[config.mk]
export PLATFORM = sky130hd
export DESIGN_NAME = mld_core
export DESIGN_NICKNAME = d
export VERILOG_FILES = /design/src/core/mld_core.v
export VERILOG_INCLUDE_DIRS = /design/src /design/src/inc
export SDC_FILE = /design/constraint.sdc
export NUM_CORES = 2
export LEC_CHECK = 0
export BUFFER_PORTS_ARGS = -buffer_cell sky130_fd_sc_hd__buf_2
export CORE_AREA = 5 5 421 299
export CTS_CLUSTER_DIAMETER = 60
export DETAILED_ROUTE_END_ITERATION = 7
export DIE_AREA = 0 0 426 304
export PLACE_DENSITY = 0.52
export SYNTH_ARGS = -nofsm -noshare
export SYNTH_HDL_FRONTEND = slang
export SYNTH_SLANG_ARGS = --single-unit
export TNS_END_PERCENT = 10
[constraint.sdc]
create_clock -name clk -period 8.31 [get_ports clk]
set_input_delay 1.662 -clock clk [delete_from_list [all_inputs] [get_ports clk]]
set_output_delay 1.662 -clock clk [all_outputs]
set_load 0.1 [all_outputs]
[src/inc/mld_map.vh]
// constants of the matrix led dimmer control logic
// assumes one 100 MHz clock and plain verilog includes by bare name
`ifndef MLD_MAP_VH
`define MLD_MAP_VH

// ****************************************
// serial addressing
// ****************************************
`define MLD_ADDR_ALL 3'h2
`define MLD_ADDR_ONE 3'h5
`define MLD_ADDR_ARA 7'h0c

// ****************************************
// channel modes and defaults
// ****************************************
`define MLD_MODE_BYPASS 2'h0
`define MLD_MODE_LEDON 2'h1
`define MLD_MODE_PWM 2'h2
`define MLD_MODE_FADE 2'h3
`define MLD_ACM_RST0 8'hff
`define MLD_ACM_RST1 8'h00
`define MLD_OTH_RST0 2'h3
`define MLD_OTH_RST1 2'h1
`define MLD_STH_RST 2'h0
`define MLD_CLR_ALL_BIT 7

// ****************************************
// timing
// ****************************************
`define MLD_PWM_PERIOD 11'h7ff
`define MLD_STEP_CYCLES 2'h3
`define MLD_FADE_SHIFT 4
`define MLD_OSC_DIV 8'h31
`define MLD_EXT_TIMEOUT 13'h1000
`define MLD_SYNC_RST 25'h1800000

`endif
[src/core/mld_core.v]
// matrix led dimmer control: serial slave, channel pwm with fade, fault flags, alert
// assumes open-drain pins resolved outside, fault comparators and switches analog
`timescale 1ns/1ns
`include "mld_map.vh"

module mld_core #(
    parameter VARIANT_ONE = 0
) (
    input wire clk,
    input wire rstn,
    input wire scl_in,
    input wire sda_in,
    output wire sda_out,
    output wire sda_oe,
    output wire alert_out,
    output wire alert_oe,
    input wire [3:0] addr_sel_in,
    input wire enable_undervoltage_in,
    input wire pwm_clock_pin,
    input wire [7:0] open_detect_in,
    input wire [7:0] short_detect_in,
    input wire overheat_in,
    output wire [7:0] switch_on,
    output wire [15:0] open_threshold_sel,
    output wire [1:0] short_threshold_sel,
    output wire shutdown_out
);

// ****************************************
// input synchronisers
// ****************************************
localparam [4:0] ST_IDLE = 5'h01;
localparam [4:0] ST_RX = 5'h02;
localparam [4:0] ST_ACK = 5'h04;
localparam [4:0] ST_TX = 5'h08;
localparam [4:0] ST_RACK = 5'h10;
localparam [1:0] K_ALL = 2'h0;
localparam [1:0] K_ONE = 2'h1;
localparam [1:0] K_ARA = 2'h2;
reg [24:0] sync1_q;
reg [24:0] sync2_q;
reg [3:0] prev_q;
always @(posedge clk) begin
    if (!rstn) begin
        sync1_q <= `MLD_SYNC_RST;
        sync2_q <= `MLD_SYNC_RST;
        prev_q <= 4'hc;
    end else begin
        sync1_q <= {scl_in, sda_in, enable_undervoltage_in, pwm_clock_pin, addr_sel_in,
                    open_detect_in, short_detect_in, overheat_in};
        sync2_q <= sync1_q;
        prev_q <= sync2_q[24:21];
    end
end
wire scl_s = sync2_q[24];
wire sda_s = sync2_q[23];
wire en_s = sync2_q[22];
wire rt_s = sync2_q[21];
wire [3:0] sel_s = sync2_q[20:17];
wire [7:0] open_s = sync2_q[16:9];
wire [7:0] short_s = sync2_q[8:1];
wire ot_s = sync2_q[0];
wire scl_p = prev_q[3];
wire sda_p = prev_q[2];
wire shutdown = ~en_s;
// a rising enable is treated like reset, except by the synchronisers and the dimming time base
wire init = !rstn || (en_s && !prev_q[1]);
wire scl_rise = scl_s & ~scl_p;
wire scl_fall = ~scl_s & scl_p;
wire i2c_start = scl_s & scl_p & sda_p & ~sda_s;
wire i2c_stop = scl_s & scl_p & ~sda_p & sda_s;

// ****************************************
// serial slave
// ****************************************
reg [4:0] state_q;
reg [2:0] bit_q;
reg [3:0] idx_q;
reg [7:0] shift_q;
reg [7:0] tx_q;
reg [1:0] kind_q;
reg rw_q, first_q, full_q, sda_oe_q, alert_q;
reg [7:0] acm_q;
reg [1:0] sth_q;
reg [7:0] ctl_a_q;
reg [15:0] mode_q;
reg [15:0] oth_q;
reg [63:0] dim_q;
reg [7:0] src_ac_q;
reg [7:0] open_f_q, short_f_q;
reg ot_f_q;
// the serial port is gated by enable only for the alert response address; only the rise reloads defaults
wire [6:0] own_all = {`MLD_ADDR_ALL, sel_s};
wire [6:0] own_one = {`MLD_ADDR_ONE, sel_s};
wire hit_all = shift_q[7:1] == own_all;
wire hit_one = shift_q[7:1] == own_one;
wire hit_ara = (shift_q[7:1] == `MLD_ADDR_ARA) && shift_q[0] && alert_q && en_s;
wire rx_done = scl_fall && state_q == ST_RX && full_q;
wire wr_stb = rx_done && !first_q && !rw_q;
wire ara_done = scl_fall && state_q == ST_TX && bit_q == 3'h7 && kind_q == K_ARA;
wire [7:0] open_view = shutdown ? 8'hff : open_f_q;
wire [7:0] short_view = shutdown ? 8'hff : short_f_q;
wire ot_view = shutdown | ot_f_q;
reg [7:0] rd_byte;
always @* begin
    rd_byte = 8'h00;
    if (kind_q == K_ARA) begin
        rd_byte = {own_all, 1'b0};
    end else if (kind_q == K_ONE) begin
        if (idx_q[0])
            rd_byte = dim_q[8*idx_q[3:1] +: 8];
        else
            rd_byte = {idx_q[3:1], mode_q[2*idx_q[3:1] +: 2], oth_q[2*idx_q[3:1] +: 2], 1'b0};
    end else if (idx_q[1:0] == 2'h0) begin
        rd_byte = acm_q;
    end else if (idx_q[1:0] == 2'h1) begin
        rd_byte = open_view;
    end else if (idx_q[1:0] == 2'h2) begin
        rd_byte = short_view;
    end else begin
        rd_byte = {ot_view, 5'h00, sth_q};
    end
end
always @(posedge clk) begin
    if (init) begin
        state_q <= ST_IDLE;
        bit_q <= 3'h0;
        idx_q <= 4'h0;
        shift_q <= 8'h00;
        tx_q <= 8'h00;
        kind_q <= K_ALL;
        rw_q <= 1'b0;
        first_q <= 1'b0;
        full_q <= 1'b0;
        sda_oe_q <= 1'b0;
    end else if (i2c_start) begin
        state_q <= ST_RX;
        bit_q <= 3'h0;
        idx_q <= 4'h0;
        first_q <= 1'b1;
        full_q <= 1'b0;
        sda_oe_q <= 1'b0;
    end else if (i2c_stop) begin
        state_q <= ST_IDLE;
        sda_oe_q <= 1'b0;
    end else begin
        case (state_q)
            ST_RX: begin
                if (scl_rise) begin
                    shift_q <= {shift_q[6:0], sda_s};
                    bit_q <= bit_q + 3'h1;
                    full_q <= bit_q == 3'h7;
                end else if (rx_done) begin
                    full_q <= 1'b0;
                    if (first_q) begin
                        first_q <= 1'b0;
                        rw_q <= shift_q[0];
                        kind_q <= hit_ara ? K_ARA : (hit_one ? K_ONE : K_ALL);
                        if (hit_all || hit_one || hit_ara) begin
                            state_q <= ST_ACK;
                            sda_oe_q <= 1'b1;
                        end else begin
                            state_q <= ST_IDLE;
                        end
                    end else begin
                        idx_q <= idx_q + 4'h1;
                        state_q <= ST_ACK;
                        sda_oe_q <= 1'b1;
                    end
                end
            end
            ST_ACK: begin
                if (scl_fall) begin
                    if (rw_q) begin
                        state_q <= ST_TX;
                        tx_q <= {rd_byte[6:0], 1'b0};
                        sda_oe_q <= ~rd_byte[7];
                        idx_q <= idx_q + 4'h1;
                    end else begin
                        state_q <= ST_RX;
                        sda_oe_q <= 1'b0;
                    end
                end
            end
            ST_TX: begin
                // another device on the alert response read may win arbitration
                if (scl_rise && !sda_oe_q && !sda_s) begin
                    state_q <= ST_IDLE;
                end else if (scl_fall) begin
                    bit_q <= bit_q + 3'h1;
                    if (bit_q == 3'h7) begin
                        state_q <= ST_RACK;
                        sda_oe_q <= 1'b0;
                    end else begin
                        tx_q <= {tx_q[6:0], 1'b0};
                        sda_oe_q <= ~tx_q[7];
                    end
                end
            end
            ST_RACK: begin
                if (scl_rise) begin
                    full_q <= ~sda_s;
                end else if (scl_fall) begin
                    if (full_q) begin
                        state_q <= ST_TX;
                        tx_q <= {rd_byte[6:0], 1'b0};
                        sda_oe_q <= ~rd_byte[7];
                        idx_q <= idx_q + 4'h1;
                        full_q <= 1'b0;
                    end else begin
                        state_q <= ST_IDLE;
                    end
                end
            end
            default: begin
                state_q <= ST_IDLE;
                sda_oe_q <= 1'b0;
            end
        endcase
    end
end

// ****************************************
// command registers and fault flags
// ****************************************
wire wr_all = wr_stb && kind_q == K_ALL;
wire wr_one = wr_stb && kind_q == K_ONE;
wire [2:0] wr_ch = ctl_a_q[7:5];
wire clr_all = wr_all && idx_q == 4'h1 && shift_q[`MLD_CLR_ALL_BIT];
wire clr_one = wr_one && idx_q[0] && ctl_a_q[0];
wire [7:0] clr_ch = clr_all ? 8'hff : (clr_one ? (8'h01 << wr_ch) : 8'h00);
// comparators only count while enabled, a set beats a clear in the same cycle
wire [7:0] open_set = open_s & {8{en_s}};
wire [7:0] short_set = short_s & {8{en_s}};
wire ot_set = ot_s & en_s;
wire fault_new = |(open_set & ~open_f_q) | |(short_set & ~short_f_q) | (ot_set & ~ot_f_q);
always @(posedge clk) begin
    if (init) begin
        acm_q <= VARIANT_ONE ? `MLD_ACM_RST1 : `MLD_ACM_RST0;
        oth_q <= {8{VARIANT_ONE ? `MLD_OTH_RST1 : `MLD_OTH_RST0}};
        sth_q <= `MLD_STH_RST;
        ctl_a_q <= 8'h00;
        mode_q <= 16'h0000;
        dim_q <= 64'h0;
        src_ac_q <= 8'hff;
        open_f_q <= 8'h00;
        short_f_q <= 8'h00;
        ot_f_q <= 1'b0;
        alert_q <= 1'b0;
    end else begin
        if (wr_all && idx_q == 4'h0) begin
            acm_q <= shift_q;
            src_ac_q <= 8'hff;
        end
        if (wr_all && idx_q == 4'h1)
            sth_q <= shift_q[1:0];
        if (wr_one && !idx_q[0])
            ctl_a_q <= shift_q;
        if (wr_one && idx_q[0]) begin
            mode_q[2*wr_ch +: 2] <= ctl_a_q[4:3];
            oth_q[2*wr_ch +: 2] <= ctl_a_q[2:1];
            dim_q[8*wr_ch +: 8] <= shift_q;
            src_ac_q[wr_ch] <= 1'b0;
        end
        open_f_q <= (open_f_q & ~clr_ch) | open_set;
        short_f_q <= (short_f_q & ~clr_ch) | short_set;
        ot_f_q <= (ot_f_q & ~clr_all) | ot_set;
        if (fault_new)
            alert_q <= 1'b1;
        else if (ara_done || clr_all || clr_one || shutdown)
            alert_q <= 1'b0;
    end
end

// ****************************************
// dimming time base
// ****************************************
reg [7:0] osc_q;
reg [12:0] ext_q;
wire rt_rise = rt_s & ~prev_q[0];
wire ext_act = ext_q < `MLD_EXT_TIMEOUT;
// stand-in for the resistor-set oscillator; the pin wins once it toggles
wire tick = ext_act ? rt_rise : (osc_q == `MLD_OSC_DIV);
always @(posedge clk) begin
    if (!rstn) begin
        osc_q <= 8'h00;
        ext_q <= `MLD_EXT_TIMEOUT;
    end else begin
        osc_q <= (osc_q == `MLD_OSC_DIV) ? 8'h00 : osc_q + 8'h01;
        if (rt_rise)
            ext_q <= 13'h0000;
        else if (ext_act)
            ext_q <= ext_q + 13'h0001;
    end
end

// ****************************************
// per-channel pwm and fade
// ****************************************
wire [7:0] sw_d;
genvar gi;
generate
    for (gi = 0; gi < 8; gi = gi + 1) begin : g_ch
        reg [10:0] cnt_q;
        reg [10:0] cur_q;
        reg [1:0] step_q;
        reg led_q;
        localparam [10:0] CNT_START = gi * 256;
        wire [1:0] mode = mode_q[2*gi +: 2];
        wire [10:0] tgt = {dim_q[8*gi +: 8], 3'h0};
        wire wrap = cnt_q == `MLD_PWM_PERIOD;
        wire [11:0] up = {1'b0, cur_q} + {5'h00, cur_q[10:4]} + 12'h001;
        wire [11:0] dn = {1'b0, cur_q} - {5'h00, cur_q[10:4]} - 12'h001;
        reg [10:0] nxt;
        always @* begin
            nxt = cur_q;
            if (mode != `MLD_MODE_FADE || step_q != `MLD_STEP_CYCLES)
                nxt = (mode == `MLD_MODE_FADE) ? cur_q : tgt;
            else if (cur_q < tgt)
                nxt = (up[11] || up[10:0] >= tgt) ? tgt : up[10:0];
            else if (cur_q > tgt)
                nxt = (dn[11] || dn[10:0] <= tgt) ? tgt : dn[10:0];
        end
        always @(posedge clk) begin
            if (init) begin
                // one-eighth cycle offset keeps channels from switching together
                cnt_q <= CNT_START;
                cur_q <= 11'h000;
                step_q <= 2'h0;
                led_q <= 1'b0;
            end else if (tick && !open_f_q[gi]) begin
                cnt_q <= cnt_q + 11'h001;
                if (wrap) begin
                    cur_q <= nxt;
                    step_q <= step_q + 2'h1;
                    led_q <= nxt != 11'h000;
                end else if (cnt_q + 11'h001 == cur_q) begin
                    led_q <= 1'b0;
                end
            end
        end
        assign sw_d[gi] = shutdown ? 1'b0 :
            open_f_q[gi] ? 1'b1 :
            src_ac_q[gi] ? ~acm_q[gi] :
            (mode == `MLD_MODE_PWM || mode == `MLD_MODE_FADE) ? ~led_q : (mode == `MLD_MODE_BYPASS);
    end
endgenerate

reg [7:0] sw_q;
always @(posedge clk) begin
    if (init) // stale shutdown writes must not flash the switches
        sw_q <= 8'h00;
    else
        sw_q <= sw_d;
end

// ****************************************
// outputs
// ****************************************
assign sda_out = 1'b0;
assign sda_oe = sda_oe_q;
assign alert_out = 1'b0;
assign alert_oe = alert_q & en_s;
assign switch_on = sw_q;
assign open_threshold_sel = oth_q;
assign short_threshold_sel = sth_q;
assign shutdown_out = shutdown;

endmodule

==> results_dict.tcl <==
set metrics [dict create \
    core_area_sq_um 121000 \
    clock-skew-final_ns 0.0315 \
    viasPerCell 5.43 \
    seq_area_sq_um 9130 \
    wirelength_mm 123 \
    finalPower_mw 4.73 \
    finalSetupTns_ns 0 \
    final-setup-viol-count 0 \
    fin_crit_sh 0.747 \
    antenna_found_initial 2 \
    synth_seq_cells 456 \
    grt_max_degree 96 \
    rsz0062_at_grt "no" \
    worstSetupPathType "reg -> reg" \
    port_buffers 55 \
    clockRootBuffer "clkbuf_16" \
    hold_path.class "reg -> reg" \
    first_global_vias 30700 \
    ir_worst_vdd_v 0.000134 \
    vias 33800 \
    gr-usage-all-layers 0.181 \
    clk_pin_slew_ns 0.07 \
    synth_warnings 0 \
    initial_core_util 0.299 \
    postRouteAntennaNets 0 \
    fin_crit_ns 6.21 \
    rows 107 \
    tightest_slew_ns 1.29 \
    multi_input_area_sq_um 25200 \
    cts_resized 0 \
    numCtsBuffers 50 \
    cts_sinks 456 \
    drive_above_1_share 0.0628 \
    tritoncts "yes" \
    worstSetupStartpointType "flop" \
    yosysTopAreaCellShare 0.252 \
    post-place-ws_ns 2.30 \
    crit_required_ns 8.81 \
    fmax_mhz 161 \
    fp.dieH_um 304 \
    cp-end-kind "flop" \
    initialDrtViolationCount 3290 \
    place.gp.congestion 0.928 \
    synth_edf_count 0 \
    async_flop_share 0 \
    holdBufCountCts 0 \
    htree_levels 2 \
    ioPinCount 58 \
    design_area_sq_um 39500 \
    cp_max_fo 14 \
    dpl.cell_count 6127 \
    finalHoldViolations 0 \
    die_x_um 426 \
    r2r_start "g_ch[5].cur_q[4]" \
    power_density_nw_per_um2 120 \
    postCtsSetupBuffers 0 \
    max_slew_margin 0.137 \
    whs_ns 0.408 \
    cts_buffer_depth 3 \
    slew_viol_final 0 \
    drc 0 \
    overflow 0 \
    die_area_sq_um 130000 \
    insertion_delay_ns 0.64 \
    syn_inst 4654 \
    yosysTopAreaCell "dfxtp_1" \
    utilization 0.327 \
    fillCellCount 12800 \
    finalNonFillerCells 6222 \
    crit_start "g_ch[5].cur_q[4]" \
    p_leak_nw 15.0 \
    wire_per_inst_um 19.7 \
    synth_ff_type "dfxtp_1" \
    synth.cell_area_sq_um 36200 \
    min_from "sync1_q[23]" \
    yosysSeqAreaShare 0.252 \
    grt_pass1_wl_mm 189 \
    critical_path_arrival_ns 6.71 \
    synth_cell_types 104 \
    fin_nets 4925 \
    placed_area_sq_um 37800 \
    regToRegSetupSlack_ns 2.10 \
    fin_ws_ns 2.10 \
    maxCapViolations 0 \
    status "completed" \
    dp_hpwl_mm 93.0 \
    synth_area_per_cell_sq_um 7.77 \
    dr.pass1.iters 6 \
    area.growth.synth_to_final_pct 9.38 \
    ys_top_cells_by_area "dfxtp_1, ha_1, xnor2_1" \
]
placed cells by master (no fill, tap or decap), drive strengths merged, types with 34 or more instances in the layout:
| cell | Yosys | layout |
|---|---|---|
| nand2 | 457 | 457 |
| a21o | 38 | 38 |
| a221oi | 34 | 34 |
| nor4 | 37 | 37 |
| nand3 | 214 | 214 |
| mux2i | 106 | 106 |
| nor3 | 119 | 119 |
| xnor2 | 238 | 238 |
| o21ai | 209 | 209 |
| and2 | 83 | 83 |
| inv | 232 | 239 |
| and3 | 51 | 51 |
| nor2b | 49 | 49 |
| nand4 | 39 | 39 |
| nand2b | 51 | 51 |
| dfxtp | 456 | 456 |
| a21oi | 361 | 361 |
| a211oi | 86 | 86 |
| ha | 338 | 338 |
| clkbuf | 220 | 60 |
| buf | 32 | 89 |
| nor2 | 475 | 475 |
| or3 | 47 | 47 |
| a31oi | 54 | 54 |
| xor2 | 117 | 117 |
| o211ai | 61 | 61 |
registers in the layout, indices dropped and copies added (netlist names), 7 cells and up:
register	count
shift_q	8
mode_q	16
g_ch.cur_q	88
g_ch.led_q	8
ctl_a_q	8
ext_q	13
short_f_q	8
src_ac_q	8
open_f_q	8
g_ch.cnt_q	88
open_threshold_sel	16
osc_q	8
tx_q	7
sync1_q	25
acm_q	8
g_ch.step_q	16
sync2_q	25
dim_q	64
switch_on	8
cells by family after synthesis:
logic type      Yosys count  share of synthesized area
mux                     150                     0.0519
simple gates           1714                      0.226
other cells               1                   0.000104
xor+xnor                355                     0.0860
fa+ha+maj               354                      0.126
flops                   456                      0.252
compound gates         1134                      0.205
buf+inv                 490                     0.0527
worst max-delay path, cell delays in order (launching register included):
cell	delay (ns)
dfxtp_1	0.40
inv_1	0.20
ha_1	0.21
inv_1	0.06
fa_1	0.41
nor2b_1	0.18
o21a_1	0.18
a2111oi_0	0.74
nand3b_1	0.12
o311ai_0	0.19
ha_1	0.36
and3_1	0.22
a221oi_1	0.27
o21ai_0	0.20
nor3_2	0.84
nor2_1	0.07
a21oi_1	0.16
nor3_1	0.06
a2111oi_0	0.70
nor4b_1	0.39
a31oi_1	0.13
cell type report:
class,count,share of cell area
Timing Repair Buffer,89,0.0134
Antenna cell,1,0.0000633
Tap cell,1635,0.0517
Multi-Input combinational cell,3709,0.636
Clock buffer,60,0.0341
Sequential cell,456,0.231
Inverter,238,0.0226
Clock inverter,34,0.0110
synthesized netlist by cell type, drive strengths merged, types with 14 or more instances:
cell type,instances
or2,28
nor2,475
inv,232
o21ai,209
ha,338
nand2,457
nand4,39
o21a,25
mux4,28
nand2b,51
a2111oi,14
dfxtp,456
and3,51
a221oi,34
a21oi,361
clkbuf,220
mux2,16
xnor2,238
fa,16
mux2i,106
a211oi,86
o22ai,28
o31ai,19
or3,47
a31oi,54
nor3,119
o21bai,23
o211ai,61
nand3,214
a22oi,24
a21o,38
and2,83
xor2,117
nor2b,49
nor4,37
o311ai,14
buf,32
power breakdown:
group          leakage, nW  total [mW]  internal, mW  switching, mW
clock network        0.869        2.42          1.35           1.07
registers             3.69        2.21          2.20         0.0110
logic                 10.4      0.0977        0.0245         0.0732
per-layer routing:
layer | share of wire | vias to the layer above | track usage
met5 | 0.00011 | - | 0
met3 | 0.085 | 121 | 0.0348
li1 | - | 16400 | -
met1 | 0.51 | 16000 | 0.292
met2 | 0.38 | 1265 | 0.241
met4 | 0.023 | 2 | 0.0401
worst paths after layout:
kind                   endpoint  cells after the start
setup / recovery  g_ch[5].led_q                     20
setup reg to reg  g_ch[5].led_q                     20
hold reg to reg     sync2_q[23]                      1
hold / removal      sync2_q[23]                      1
No activity file was read; power rests on OpenSTA's default activity.
